`config.mk`:
```
export PLATFORM = sky130hd
export DESIGN_NAME = cbs_ctrl
export DESIGN_NICKNAME = d
export VERILOG_FILES = /design/src/include/cbs_pkg.sv /design/src/design/cbs_bus_watch.sv /design/src/design/cbs_ctrl.sv
export VERILOG_INCLUDE_DIRS = /design/src /design/src/include
export SDC_FILE = /design/constraint.sdc
export NUM_CORES = 1
export LEC_CHECK = 0
export BUFFER_PORTS_ARGS = -buffer_cell sky130_fd_sc_hd__buf_2
export CORE_ASPECT_RATIO = 1.25
export CORE_MARGIN = 1.5
export CORE_UTILIZATION = 28
export CTS_BUF_LIST = sky130_fd_sc_hd__clkbuf_8
export DETAILED_ROUTE_END_ITERATION = 7
export GPL_TIMING_DRIVEN = 1
export PLACE_DENSITY = 0.68
export SLEW_MARGIN = 15
export SYNTH_ARGS = -nofsm -noshare
export SYNTH_HDL_FRONTEND = slang
export SYNTH_SLANG_ARGS = --single-unit
```
`constraint.sdc`:
```
create_clock -name i_mclk -period 4.15 [get_ports i_mclk]
set_clock_uncertainty 0.2 [all_clocks]
set_input_delay 1.0375 -clock i_mclk [delete_from_list [all_inputs] [get_ports i_mclk]]
set_output_delay 1.0375 -clock i_mclk [all_outputs]
set_load 0.03 [all_outputs]
```
`src/include/cbs_consts.svh`:
```
// Constants for the block transmit abort and sleep controller.
// Assumes inclusion by bare name from the package and design files.
`ifndef CBS_CONSTS_SVH
`define CBS_CONSTS_SVH
// Power-save field encodings
`define CBS_PS_AWAKE   2'h0
`define CBS_PS_SLEEP   2'h1
`define CBS_PS_STOP    2'h3
// Operating mode encodings
`define CBS_MODE_INIT  3'h0
`define CBS_MODE_NORM  3'h1
`define CBS_MODE_BLOCK 3'h2
// Recessive bits needed before rejoining the bus
`define CBS_REJOIN_BITS 11
`define CBS_CNT_W       4
`endif

```
`src/include/cbs_pkg.sv`:
```
// Types shared by the controller files.
// Assumes cbs_consts.svh is on the include path.
`include "cbs_consts.svh"
package cbs_pkg;
  typedef enum logic [1:0] {
    CBS_BLK_IDLE = 2'b00,
    CBS_BLK_SEND = 2'b01
  } cbs_blk_type;
  typedef enum logic [1:0] {
    CBS_PW_AWAKE = 2'b00,
    CBS_PW_PEND  = 2'b01,
    CBS_PW_SLEEP = 2'b10,
    CBS_PW_STOP  = 2'b11
  } cbs_pw_type;
endpackage

```
`src/design/cbs_bus_watch.sv`:
```
// Receive pin synchroniser, falling edge detector, recessive bit counter.
// Assumes i_bit_tick is a one-cycle pulse at each bit sample point.
`timescale 1ns/1ps
`include "cbs_consts.svh"
module cbs_bus_watch #(
  parameter int RJ_BITS = `CBS_REJOIN_BITS
) (
  input  wire logic i_mclk,      // Module clock
  input  wire logic i_rst_n,     // Synchronised reset, active low
  input  wire logic i_rx_pin,    // Receive pin, asynchronous
  input  wire logic i_bit_tick,  // Bit sample pulse
  input  wire logic i_restart,   // Restart recessive count
  output logic      o_fall,      // Recessive to dominant pulse
  output logic      o_idle_run   // Enough recessive bits seen
);
  logic                  rx_meta_q;
  logic                  rx_sync_q;
  logic                  rx_prev_q;
  logic [`CBS_CNT_W-1:0] rcnt_q;

  // Two flops before any logic looks at the pin
  always_ff @(posedge i_mclk or negedge i_rst_n) begin
    if (!i_rst_n) begin
      rx_meta_q <= 1'b1;
      rx_sync_q <= 1'b1;
      rx_prev_q <= 1'b1;
    end else begin
      rx_meta_q <= i_rx_pin;
      rx_sync_q <= rx_meta_q;
      rx_prev_q <= rx_sync_q;
    end
  end

  assign o_fall = rx_prev_q & ~rx_sync_q;

  // Consecutive recessive bits; a dominant bit starts over
  always_ff @(posedge i_mclk or negedge i_rst_n) begin
    if (!i_rst_n) begin
      rcnt_q <= '0;
    end else if (i_restart || (i_bit_tick && !rx_sync_q)) begin
      rcnt_q <= '0;
    end else if (i_bit_tick && (rcnt_q != RJ_BITS[`CBS_CNT_W-1:0])) begin
      rcnt_q <= rcnt_q + 1'b1;
    end
  end

  assign o_idle_run = (rcnt_q == RJ_BITS[`CBS_CNT_W-1:0]);
endmodule

```
`src/design/cbs_ctrl.sv`:
```
// Block transmit abort/resume control and sleep/stop power-save control.
// Assumes bus timing, buffers and frame engine sit outside on i_mclk.
// Summary of operation
// Trigger stays set until on-bus frame ends
// Successful last frame: pointer moves to next
// Error with request still set: pointer stays
// Error with request clear: pointer advances
// Software aborts only by clearing trigger
// Abort on final buffer success is completion
// Resume with next buffer unready ends immediately
// Remote bit on transmit buffer sends remote
// Sleep release restores the requesting mode
// No transmission starts while asleep
// Writing 01 to power-save field requests sleep
// Sleep granted only at idle, nothing pending
// Pending sleep survives traffic, enters after storage
// Sleep in init ignored; init in sleep ignored
// Field reads 00 until sleep entered
// Initialization request overrides sleep request
// Sleep stops clock, watches pin, drops access
// Asleep only power-save field writable
// Leave sleep on 00 write or falling edge
// Waking frame dropped; gated clock blocks wake
// Bus wake sets wakeup flag unconditionally
// Rejoin after 11 recessive bits
// Stop request accepted only while asleep
// Flag and enable raise wakeup interrupt
`timescale 1ns/1ps
`include "cbs_consts.svh"
module cbs_ctrl import cbs_pkg::*; #(
  parameter int NBLK = 8,   // Buffers in the block area
  parameter int NBUF = 32,  // Message buffers in total
  parameter int PW   = 3,   // Block pointer width
  parameter int BW   = 5    // Buffer index width
) (
  input  wire logic            i_mclk,          // 40 MHz module clock
  input  wire logic            i_arst_n,        // Async reset, active low
  input  wire logic            i_rx_pin,        // Bus receive pin
  input  wire logic            i_bit_tick,      // Bit sample pulse
  input  wire logic            i_clk_gate_on,   // Module clock supplied
  input  wire logic            i_mode_wr,       // Operating mode write
  input  wire logic [2:0]      i_mode_wdata,    // Requested mode
  input  wire logic            i_ps_wr,         // Power-save field write
  input  wire logic [1:0]      i_ps_wdata,      // Power-save value
  input  wire logic            i_trig_wr,       // Block trigger write
  input  wire logic            i_trig_wdata,    // Block trigger value
  input  wire logic            i_blk_clr,       // Reset block pointer
  input  wire logic [NBLK-1:0] i_buf_ready,     // Block buffers ready
  input  wire logic            i_trq_sw_clr,    // Current request cleared
  input  wire logic            i_frame_active,  // Block frame on the bus
  input  wire logic            i_frame_done,    // Block frame ended
  input  wire logic            i_frame_ok,      // Ended without error
  input  wire logic            i_bus_idle,      // 4th interframe bit recessive
  input  wire logic            i_tx_pending,    // Other requests pending
  input  wire logic            i_msg_storing,   // Frame being stored
  input  wire logic [BW-1:0]   i_tx_sel,        // Buffer chosen to send
  input  wire logic [NBUF-1:0] i_rtr_cfg,       // Remote bit per buffer
  input  wire logic [NBUF-1:0] i_buf_is_tx,     // Transmit buffer flags
  input  wire logic            i_wake_irq_en,   // Wakeup interrupt enable
  input  wire logic            i_wake_clr,      // Clear wakeup flag
  output logic                 o_trigger,       // Block trigger readback
  output logic [PW-1:0]        o_blk_ptr,       // Block pointer
  output logic                 o_blk_tx_req,    // Send block buffer now
  output logic                 o_tx_remote,     // Chosen frame is remote
  output logic [2:0]           o_op_mode,       // Operating mode
  output logic [1:0]           o_ps_field,      // Power-save field
  output logic                 o_clk_run,       // Internal clock enable
  output logic                 o_tx_allow,      // Frame starts permitted
  output logic                 o_reg_wr_allow,  // Non power-save writes
  output logic                 o_hist_rd_allow, // History/pointer reads
  output logic                 o_buf_access_on, // Buffer access flag
  output logic                 o_rx_discard,    // Drop received frame
  output logic                 o_wake_flag,     // Wakeup status flag
  output logic                 o_wake_irq       // Wakeup interrupt
);
  localparam logic [PW-1:0] LAST = PW'(NBLK - 1);

  logic        rst_meta_q;
  logic        rst_n;
  cbs_blk_type blk_q;
  cbs_pw_type  pw_q;
  logic        trq_q;
  logic        abort_q;
  logic        trq_at_abort_q;
  logic        init_pend_q;
  logic        rejoin_q;
  logic        fall;
  logic        idle_run;
  logic        asleep;
  logic        bus_wake;
  logic        sleep_req;
  logic        init_req;
  logic [PW-1:0] ptr_q;
  logic [PW-1:0] ptr_nx;

  function automatic logic [PW-1:0] next_ptr(input logic [PW-1:0] p);
    next_ptr = (p == LAST) ? '0 : p + 1'b1;
  endfunction

  // Reset released through two flops
  always_ff @(posedge i_mclk or negedge i_arst_n) begin
    if (!i_arst_n) begin
      rst_meta_q <= 1'b0;
      rst_n      <= 1'b0;
    end else begin
      rst_meta_q <= 1'b1;
      rst_n      <= rst_meta_q;
    end
  end

  cbs_bus_watch u_watch (
    .i_mclk     (i_mclk),
    .i_rst_n    (rst_n),
    .i_rx_pin   (i_rx_pin),
    .i_bit_tick (i_bit_tick),
    .i_restart  (bus_wake || (pw_q == CBS_PW_SLEEP && i_ps_wr && i_ps_wdata == `CBS_PS_AWAKE)),
    .o_fall     (fall),
    .o_idle_run (idle_run)
  );

  assign ptr_nx = next_ptr(ptr_q);
  assign asleep = (pw_q == CBS_PW_SLEEP) || (pw_q == CBS_PW_STOP);
  // Stop ignores the bus; a gated clock keeps the device asleep
  assign bus_wake = (pw_q == CBS_PW_SLEEP) && fall && i_clk_gate_on;
  assign sleep_req = i_ps_wr && (i_ps_wdata == `CBS_PS_SLEEP);
  assign init_req  = i_mode_wr && (i_mode_wdata == `CBS_MODE_INIT);

  // Block engine: trigger, abort and pointer placement
  always_ff @(posedge i_mclk or negedge rst_n) begin
    if (!rst_n) begin
      blk_q          <= CBS_BLK_IDLE;
      ptr_q          <= '0;
      trq_q          <= 1'b0;
      abort_q        <= 1'b0;
      trq_at_abort_q <= 1'b0;
      o_trigger      <= 1'b0;
    end else begin
      unique case (blk_q)
        CBS_BLK_IDLE: begin
          if (i_blk_clr) begin
            ptr_q <= '0;
          end else if (i_trig_wr && i_trig_wdata && !asleep
                       && o_op_mode == `CBS_MODE_BLOCK) begin
            // Unready buffer: pointer kept, nothing started
            if (i_buf_ready[ptr_q]) begin
              blk_q     <= CBS_BLK_SEND;
              trq_q     <= 1'b1;
              o_trigger <= 1'b1;
            end
          end
        end
        CBS_BLK_SEND: begin
          if (i_trq_sw_clr) begin
            trq_q <= 1'b0;
          end
          if (i_trig_wr && !i_trig_wdata && !abort_q) begin
            if (i_frame_active && !i_frame_done) begin
              abort_q        <= 1'b1;
              trq_at_abort_q <= trq_q && !i_trq_sw_clr;
            end else if (!i_frame_done) begin
              // Nothing on the bus yet: stop at once, same buffer
              blk_q     <= CBS_BLK_IDLE;
              trq_q     <= 1'b0;
              o_trigger <= 1'b0;
            end
          end
          if (i_frame_done && i_frame_ok) begin
            trq_q <= 1'b0;
            ptr_q <= ptr_nx;
            if (ptr_q == LAST || abort_q || !i_buf_ready[ptr_nx]) begin
              // Final buffer done counts as completion even when aborting
              blk_q     <= CBS_BLK_IDLE;
              o_trigger <= 1'b0;
              abort_q   <= 1'b0;
            end else begin
              trq_q <= 1'b1;
            end
          end else if (i_frame_done && abort_q) begin
            // Error: placement depends on request at abort time
            ptr_q     <= trq_at_abort_q ? ptr_q : ptr_nx;
            trq_q     <= 1'b0;
            blk_q     <= CBS_BLK_IDLE;
            o_trigger <= 1'b0;
            abort_q   <= 1'b0;
          end
        end
        default: blk_q <= CBS_BLK_IDLE;
      endcase
    end
  end

  assign o_blk_ptr    = ptr_q;
  // Requests are held, not started, while asleep
  assign o_blk_tx_req = trq_q && !asleep;
  assign o_tx_allow   = !asleep;

  // Remote versus data frame per buffer
  always_ff @(posedge i_mclk or negedge rst_n) begin
    if (!rst_n) begin
      o_tx_remote <= 1'b0;
    end else begin
      o_tx_remote <= i_rtr_cfg[i_tx_sel] && i_buf_is_tx[i_tx_sel];
    end
  end

  // Operating mode; init waits for idle and is refused while asleep
  always_ff @(posedge i_mclk or negedge rst_n) begin
    if (!rst_n) begin
      o_op_mode   <= `CBS_MODE_INIT;
      init_pend_q <= 1'b0;
    end else if (!asleep) begin
      if (init_req && o_op_mode != `CBS_MODE_INIT) begin
        init_pend_q <= 1'b1;
      end else if (i_mode_wr && !init_req) begin
        o_op_mode   <= i_mode_wdata;
        init_pend_q <= 1'b0;
      end
      if (init_pend_q && i_bus_idle) begin
        o_op_mode   <= `CBS_MODE_INIT;
        init_pend_q <= 1'b0;
      end
    end
  end

  // Power-save states; the mode register is untouched so release restores it
  always_ff @(posedge i_mclk or negedge rst_n) begin
    if (!rst_n) begin
      pw_q <= CBS_PW_AWAKE;
    end else begin
      unique case (pw_q)
        CBS_PW_AWAKE: begin
          if (sleep_req && !init_req && !init_pend_q
              && o_op_mode != `CBS_MODE_INIT) begin
            pw_q <= CBS_PW_PEND;
          end
        end
        CBS_PW_PEND: begin
          if (init_req || init_pend_q) begin
            pw_q <= CBS_PW_AWAKE;
          end else if (i_ps_wr && i_ps_wdata == `CBS_PS_AWAKE) begin
            pw_q <= CBS_PW_AWAKE;
          end else if (i_bus_idle && !i_tx_pending && !trq_q
                       && !i_msg_storing) begin
            pw_q <= CBS_PW_SLEEP;
          end
        end
        CBS_PW_SLEEP: begin
          if (bus_wake || (i_ps_wr && i_ps_wdata == `CBS_PS_AWAKE)) begin
            pw_q <= CBS_PW_AWAKE;
          end else if (i_ps_wr && i_ps_wdata == `CBS_PS_STOP) begin
            pw_q <= CBS_PW_STOP;
          end
        end
        CBS_PW_STOP: begin
          if (i_ps_wr && i_ps_wdata == `CBS_PS_SLEEP) begin
            pw_q <= CBS_PW_SLEEP;
          end
        end
      endcase
    end
  end

  // Field shows 00 while pending; only a real entry shows 01
  always_comb begin
    unique case (pw_q)
      CBS_PW_SLEEP: o_ps_field = `CBS_PS_SLEEP;
      CBS_PW_STOP:  o_ps_field = `CBS_PS_STOP;
      default:      o_ps_field = `CBS_PS_AWAKE;
    endcase
  end

  // Rejoin wait after release; waking frame is thrown away
  always_ff @(posedge i_mclk or negedge rst_n) begin
    if (!rst_n) begin
      rejoin_q <= 1'b0;
    end else if (pw_q == CBS_PW_SLEEP && (bus_wake || i_ps_wr)) begin
      rejoin_q <= (bus_wake || i_ps_wdata == `CBS_PS_AWAKE);
    end else if (idle_run) begin
      rejoin_q <= 1'b0;
    end
  end

  assign o_rx_discard    = rejoin_q || asleep;
  assign o_clk_run       = !asleep;
  assign o_buf_access_on = !asleep && !rejoin_q;
  assign o_reg_wr_allow  = !asleep;
  assign o_hist_rd_allow = !asleep;

  // Wakeup flag; a new wake beats a clear in the same cycle
  always_ff @(posedge i_mclk or negedge rst_n) begin
    if (!rst_n) begin
      o_wake_flag <= 1'b0;
    end else if (bus_wake) begin
      o_wake_flag <= 1'b1;
    end else if (i_wake_clr) begin
      o_wake_flag <= 1'b0;
    end
  end

  assign o_wake_irq = o_wake_flag && i_wake_irq_en;
endmodule

```
=== After elaboration in Yosys (flattened, before gate mapping) ===
Cells that the tools add are included.

* Input bits: 101
* Word-level logic and storage cells: 189
* Output and inout bits: 19
* Register bits: 27

* Add/sub/neg operators: 2
* Bitwise operators: 3
* Equality and inequality tests: 21
* Reductions and logical operators: 74
* Multiplexer cells: 68
* $lt $le $gt $ge: 3

{| class="wikitable"
|+ Operator list
! kind !! number
|-
| 1-bit logical AND || 33
|-
| 1-bit two-way mux || 32
|-
| 2-bit two-way mux || 16
|-
| 3-bit two-way mux || 8
|-
| 1-bit logical NOT || 13
|-
| 2-bit != test, second input constant || 6
|-
| 4-bit AND reduction || 3
|-
| 1-bit binary-select mux with 5-bit select || 2
|-
| 1-bit logical OR || 10
|-
| 2-bit nonzero test || 5
|-
| 3-bit AND reduction || 3
|-
| 3-bit by 4-bit < comparator with 1-bit output, second input constant || 2
|-
| 4-bit two-way mux || 2
|-
| 4-bit != test, second input constant || 2
|-
| 2-bit case mux with 2 select lines || 2
|-
| 2-bit case mux with 4 select lines || 1
|-
| 1-bit binary-select mux with 3-bit select || 2
|-
| 2-bit by 1-bit == test with 1-bit output, second input constant || 3
|-
| 2-bit == test, second input constant || 3
|-
| 2-bit logical NOT || 3
|-
| 5-bit by 6-bit < comparator with 1-bit output, second input constant || 1
|-
| 3-bit != test, second input constant || 2
|-
| 3-bit case mux with 2 select lines || 1
|-
| 3-bit nonzero test || 2
|-
| 12 further kinds || 14
|}

=== Longest topological paths before layout ===
Gate-level depths: netlist (run 1).

* Word-level depth: 9
* Gate-level depth with buffers: 7
* Gate-level depth less buffers: 7

=== Hierarchy ===
Synthesis (run 1) repeated with hierarchy kept, for this count alone.

* Cell total of the unflattened synthesis: 225
* Area, all modules: 1903.1 sq um

{| class="wikitable"
|+ By module, submodules not included
! module !! area an instance (sq um) !! sequential area each (sq um) !! cells an instance !! instances
|-
| cbs_ctrl || 1572.8 || 500.5 || 195 || 1
|-
| cbs_bus_watch || 330.3 || 178.9 || 30 || 1
|}

=== Worst setup path after synthesis (run 1) ===
OpenSTA, ideal clock, no wires.

* Kind: input to output
* Start point: in i_wake_irq_en
* End point: out o_wake_irq
* Arrival time: 1.314 ns
* Stages on the path: 1
* Data required time: 2.913 ns
* Path buffers: 0
* Path slack: 1.599 ns
* Cell sequence: and2_1

* Cells in the longest elaborated chain, start to end: 1

{| class="wikitable"
|+ RTL lines
! item !! RTL line !! source
|-
| start: declaration || cbs_ctrl.sv:59 || <nowiki>input wire logic i_wake_irq_en,</nowiki>
|-
| 1-bit logical AND || cbs_ctrl.sv:300 || <nowiki>assign o_wake_irq = o_wake_flag && i_wake_irq_en;</nowiki>
|-
| end: declaration || cbs_ctrl.sv:74 || <nowiki>output logic o_wake_irq</nowiki>
|}

No other way between the ends.

=== Worst setup path in the final report (run 1) ===
Same ends and word-level chain as after synthesis.

==> results of run 1 <==
per-stage QoR:
step           cell area [um2]  worst slack [ns]    util
3_3_place_gp              2519             1.494  0.3861
4_1_cts                   2567             1.496  0.3936
6_report                  2567             1.498  0.3936
3_5_place_dp              2519             1.453  0.3861
5_1_grt                   2567             1.396  0.3936
2_1_floorplan             1873             1.599       -
cell usage in the layout (no fill, tap or decap), types with 2 or more instances in the layout:
cell type    n
buf_2      119
nand2_1     39
dfrtp_1     24
nand3_1     20
a21oi_1     13
nor2_1      12
o211ai_1    12
inv_1        9
nand2b_1     6
o21ai_0      6
a31oi_1      5
and2_1       4
nor3_1       4
mux4_2       4
a22o_1       3
nand3b_1     3
o22ai_1      3
xor2_1       3
mux2i_1      3
nand4_1      3
ha_1         3
clkbuf_8     3
dfstp_2      3
and2b_1      2
nand4b_1     2
nor4_1       2
or4_1        2
conb_1       2
logic make-up after synthesis:
logic type,Yosys count
AND/OR/NAND/NOR,107
flip-flops,27
other,2
buffers and inverters,19
multiplexers,7
AO/OA/AOI/OAI,54
adder cells (fa/ha/maj),3
XOR/XNOR,3
routing by layer:
metal | vias up | wire length, um
li1 | 1041 | -
met1 | 925 | 1978
met2 | 120 | 2583
met3 | 8 | 435
met4 | 0 | 73
met5 | - | 0
worst paths after layout:
path | startpoint | endpoint | cells past startpoint
max | i_wake_irq_en | o_wake_irq | 3
min | rst_meta_q | rst_n | 0
max reg2reg | o_blk_ptr[0] | trq_q | 7
min reg2reg | rst_meta_q | rst_n | 0
max in group asynchronous | rst_n | blk_q[0] | 0
min in group asynchronous | rst_n | u_watch.rcnt_q[0] | 0
sequential cells by signal, summed over array words and instances, names as in the netlist, 2 cells and up:
name            flops
pw_q                2
u_watch.rcnt_q      4
o_blk_ptr           3
o_op_mode           3
blk_q               2
area by class of cell:
cell class | count | area, um2 | share of cell area
multi-input cells | 176 | 1092 | 0.4254
inverters | 10 | 42.54 | 0.01657
well taps | 87 | 108.9 | 0.04240
flip-flops and latches | 27 | 679.4 | 0.2646
clock buffers | 3 | 41.29 | 0.01608
clock inverters | 1 | 7.507 | 0.002924
repair buffers | 119 | 595.6 | 0.2320
worst reg2reg max path: stages, from the launching register on:
cell and delay [ns]:
dfrtp_1 0.51, ha_1 0.26, ha_1 0.38, mux4_2 0.51, nand2b_1 0.15, o211ai_1 0.19, o311ai_1 0.19, o31a_1 0.14
report_power, final:
group	internal (mW)	switching, mW	leakage (nW)
Clock	0.0680	0.0821	0.0217
Sequential	0.314	0.0511	0.342
Combinational	0.139	0.205	0.881
Total	0.521	0.339	1.24
==> flow_summary_export.csv, run 1 <==
group,metric,value,unit
timing,tightest_slew,0.9985,ns
critical_path,worstPathRequired,2.91,ns
synth,synth-seq-area-share,0.3627,
cts,cts_setup_buffers,0,
synth,synth.area.mux_share,0.06413,
power,leakagePower,1.245,nW
synth,synthTopCellsByArea,"dfrtp_1, nand2_1, nand3_1",
synth,synth_top_family_by_area,"simple AND/OR/NAND/NOR gates",
job,drv_cap,0,
critical_path,start_kind,"primary input",
cts,cts_tree,"done",
synth,synthFlopType,"dfrtp_1",
final_layout,fin_nets,441,
die,rows,33,
cts,numCtsBuffers,3,
cts,clk_latency,0.27,ns
timing,finalCriticalPeriod,2.652,ns
final_layout,final_cells,423,
global_routing,grt_util_met3,0.02609,
critical_path,path_common_cell,"buf_2",
synth,synth_compound_area_frac,0.1910,
global_routing,grt_use_total,0.1411,
synth,synth_nets,326,
worst_hold_path,hold_path.class,"reg -> reg",
cts,htreeDepth,1,
synth,syn_inst,222,
timing,timing.hold.ws,0.1624,ns
final_layout,area_delta_synth_final,37.07,%
timing,fmax,0.3770,GHz
placement,dp_cells,419,
timing,rsz0062_at_grt,"no",
synth,synth_seq_cells,27,
drt,firstDrtPassIters,4,
final_layout,fill_cells,682,
global_routing,grt_max_degree,26,
cts,clock_sinks,27,
cts,hold_buffers,0,
drt,ant_nets,0,
placement,finalWeightedCongestion,0.8347,
final_layout,diodes,0,
drt,postRouteWirelength,5.070,mm
synth,synth_xor_area_frac,0.01403,
timing,hold_viol_final,0,
placement,hpwl,4.252,mm
synth,avgSynthCellArea,8.437,um2
die,ios,120,
die,core-area,6524,um2
critical_path,cp.arrival,1.41,ns
drt,vias_per_cell,4.950,
timing,final.setup.tns,0,ns
synth,ys_types,51,
cts,cts_buffer_depth,2,
power,finalPower,0.8593,mW
critical_path,timing.critical_path.buf_inv,2,
critical_path,critPathCaptureType,"output port",
die,fp.dieH,94.45,um
critical_path,slowest_delay,0.17,ns
power,ir_drop,0.0001611,V
drt,drtIter0Drc,61,
cts,path_clk_slew,0.09,ns
status,outcome,"finished, final reports clean",
cts,root_buffer,"clkbuf_8",
global_routing,grt.busiest_layer,"met2",
timing,setup_viol,0,
global_routing,grt_pass1_wl,8.321,mm
global_routing,gr-total-overflow,0,
power,power_density,334.7,nW/um2
critical_path,r2r_slack,1.50,ns
drt,vias,2094,
timing,drv_slew,0,
global_routing,use_met2,0.2875,
critical_path,path_delay_family,"buffers and inverters",
die,die_area,7192,um2
synth,async_flop_share,1.000,
die,die_w,76.16,um
synth,synthAdderAreaFrac,0.02004,
synth,synth.largest_area_cell,"dfrtp_1",
global_routing,grt_pass1_vias,1969,
timing,finalCritPeriodShare,0.6391,
critical_path,crit_slowest_cell,"buf_2",
critical_path,path_cells,"buf_2 -> and2_1 -> buf_2",
final_layout,drive_gt1_frac,0.4018,
synth,synth_edf_count,0,
cts,cts.repair.resized,0,
placement,port_buffers,119,
timing,maxSlewHeadroom,0.3343,
synth,synth_top_area_share,0.3206,
synth,yosys_warnings,0,
critical_path,path_class,"in -> out",
synth,ys_top_cells_by_count,"nand2_1, dfrtp_1, nand3_1, a21oi_1",
critical_path,crit_fanout,1,
die,start_util,0.2871,
synth,yosysMostFrequentCell,"nand2_1",
synth,netlist_area,1873,um2
drt,drc,0,
drt,wl_per_cell,11.99,um
synth,synthSimpleGateAreaFrac,0.2899,
global_routing,met1_usage,0.1458,
global_routing,antenna_found_initial,0,
Note: power is estimated with default switching activity, not from simulation.
==> inputs of run 2 (changes only) <==
--- a/config.mk
+++ b/config.mk
@@ -6,6 +6,7 @@
 export SDC_FILE = /design/constraint.sdc
 export NUM_CORES = 1
 export LEC_CHECK = 0
+export ABC_AREA = 1
 export BUFFER_PORTS_ARGS = -buffer_cell sky130_fd_sc_hd__buf_2
 export CORE_ASPECT_RATIO = 1.25
 export CORE_MARGIN = 1.5
@@ -13,7 +14,7 @@
 export CTS_BUF_LIST = sky130_fd_sc_hd__clkbuf_8
 export DETAILED_ROUTE_END_ITERATION = 7
 export GPL_TIMING_DRIVEN = 1
-export PLACE_DENSITY = 0.68
+export PLACE_DENSITY = 0.67
 export SLEW_MARGIN = 15
 export SYNTH_ARGS = -nofsm -noshare
 export SYNTH_HDL_FRONTEND = slang
==> constraint.sdc (replaced) <==
create_clock -name i_mclk -period 2.5 [get_ports i_mclk]
set_clock_uncertainty 0.2 [all_clocks]
set_input_delay 0.625 -clock i_mclk [delete_from_list [all_inputs] [get_ports i_mclk]]
set_output_delay 0.625 -clock i_mclk [all_outputs]
set_load 0.03 [all_outputs]
==> flow_summary_export.csv, run 2 <==
group,metric,value,unit
critical_path,r2r-end,"o_trigger",
cts,htreeDepth,1,
drt,drc,0,
final_layout,fin_nets,490,
cts,numCtsBuffers,3,
cts,clock_sinks,27,
drt,vias,2220,
timing,hold_viol_final,0,
cts,clk_latency,0.26,ns
die,die_w,76.98,um
placement,finalWeightedCongestion,0.7751,
drt,firstDrtPassIters,4,
cts,root_buffer,"clkbuf_8",
global_routing,antenna_found_initial,0,
global_routing,grt_pass1_vias,2169,
placement,hpwl,4.517,mm
timing,setup_viol,0,
cts,path_clk_slew,0.09,ns
final_layout,area_delta_synth_final,35.79,%
drt,ant_nets,0,
synth,synth_edf_count,0,
cts,cts.repair.resized,0,
die,die_area,7350,um2
die,start_util,0.2900,
final_layout,diodes,0,
final_layout,top_register,"u_watch.rcnt_q",
power,ir_drop,0.0004145,V
global_routing,grt_max_degree,26,
final_layout,final_common_cell,"buf_2",
timing,timing.hold.ws,0.03175,ns
synth,async_flop_share,1.000,
critical_path,critPathCaptureType,"register",
job,drv_cap,0,
die,ios,120,
synth,synth_seq_cells,27,
drt,drtIter0Drc,80,
drt,wl_per_cell,11.22,um
cts,cts_setup_buffers,0,
die,fp.dieH,95.48,um
drt,vias_per_cell,4.703,
timing,finalCriticalPeriod,2.066,ns
synth,synth-seq-area-share,0.3547,
synth,syn_inst,270,
synth,ys_types,36,
synth,netlist_area,1916,um2
synth,synth_nets,374,
synth,ys_top_cells_by_count,"nand3_1, nand2_1, inv_1, dfrtp_1, nor2_1",
synth,synthTopCellsByArea,"dfrtp_1, nand3_1, nand2_1",
cts,hold_buffers,1,
final_layout,mostFrequentLayoutCells,"buf_2, nand3_1, nand2_1, inv_1, dfrtp_1",
status,outcome,"finished, final reports clean",
final_layout,largest_register_ff_count,4,
final_layout,drive_gt1_frac,0.3662,
cts,cts_tree,"done",
critical_path,r2r_slack,0.43,ns
final_layout,fill_cells,705,
critical_path,worstPathRequired,2.47,ns
synth,synthFlopType,"dfrtp_1",
critical_path,start_kind,"register",
timing,rsz0062_at_grt,"no",
synth,synth.largest_area_cell,"dfrtp_1",
synth,yosys_warnings,0,
placement,port_buffers,119,
power,power_density,645.9,nW/um2
drt,postRouteWirelength,5.294,mm
critical_path,cp.arrival,2.03,ns
timing,final.setup.tns,0,ns
critical_path,crit_fanout,13,
final_layout,finish.utilization,0.3938,
timing,drv_slew,0,
timing,fmax,0.4841,GHz
synth,yosysMostFrequentCell,"nand3_1",
global_routing,grt_pass1_wl,8.949,mm
worst_hold_path,hold_path.class,"reg -> async",
global_routing,gr-total-overflow,0,
critical_path,path_class,"reg -> reg",
synth,synth_top_area_share,0.3135,
cts,cts_buffer_depth,2,
power,leakagePower,1.380,nW
critical_path,crit-reg2reg-launch,"o_blk_ptr[0]",
synth,avgSynthCellArea,7.095,um2
placement,dp_cells,467,
global_routing,grt_use_total,0.1495,
critical_path,reg2regPathDepth,13,
die,core-area,6606,um2
final_layout,final_cells,472,
die,rows,33,
timing,finalCritPeriodShare,0.8264,
-- run 2: cell count changes in the layout (fill, tap and decap cells not counted), moves of 4 or more --
cell / before / now
nor2_1: 12 / 16
nand3_1: 20 / 79
nand2_1: 39 / 54
mux4_2: 4 / 0
a21oi_1: 13 / 4
inv_1: 9 / 26
nand2b_1: 6 / 0
o211ai_1: 12 / 2
and2_1: 4 / 0
-- run 2: how the worst max path moves through the flow --
stage	start	to	slack (ns)	cells after the start
floorplan	pw_q[1]	o_rx_discard	0.44	3
global placement	o_blk_ptr[0]	o_trigger	0.56	12
detailed placement	o_blk_ptr[0]	o_trigger	0.48	13
CTS	pw_q[1]	o_ps_field[1]	0.43	3
global route	o_blk_ptr[0]	o_trigger	0.19	13
finish	o_blk_ptr[0]	o_trigger	0.43	13
-- run 2: report_power, final --
group	total, mW	internal (mW)	switching, mW
registers	0.625	0.531	0.0933
logic	0.818	0.280	0.538
clock network	0.238	0.110	0.128
total	1.68	0.921	0.759
-- run 2: kinds of logic (layout without fill, tap and decap cells) --
group,count (synthesis),in the layout,share of synthesized area
AO/OA/AOI/OAI,26,26,0.08491
XOR/XNOR,1,1,0.004573
flip-flops,27,27,0.3547
other,2,2,0.003920
buffers and inverters,38,153,0.09863
adder cells (fa/ha/maj),3,3,0.01960
AND/OR/NAND/NOR,173,173,0.4337
-- run 2: worst max-delay path, stage by stage (launching register included) --
cell,delay (ns)
dfrtp_1,0.60
ha_1,0.24
ha_1,0.22
inv_1,0.05
nand2_1,0.11
nand3_1,0.08
nand2_1,0.07
nand2_1,0.05
nand3_2,0.08
nand2_1,0.05
nand2_1,0.07
nand2_1,0.05
nand2_1,0.05
nand2_1,0.04
-- run 2: final cells by class --
type	count	area (um2)	area share
Clock buffer	3	41.29	0.01587
Multi-Input combinational cell	205	1047	0.4026
Tap cell	87	108.9	0.04185
Inverter	28	107.6	0.04137
Sequential cell	27	679.4	0.2612
Clock inverter	1	3.754	0.001443
Timing Repair Buffer	121	613.1	0.2357
-- run 2: through the flow --
step | power, mW | setup WS, ns | instance area (um2)
final | 1.680 | 0.4341 | 2601
after CTS | 1.704 | 0.4310 | 2601
after global routing | 1.830 | 0.1928 | 2601
after floorplan | 1.235 | 0.4440 | 1916
after global placement | 1.446 | 0.5567 | 2546
after detailed placement | 1.457 | 0.4754 | 2546
-- run 2: routing by layer --
metal	track usage	wire (um)
met1	0.1452	1995
met2	0.3230	2905
met3	0.02297	345
met4	0.03636	48
met5	0	0
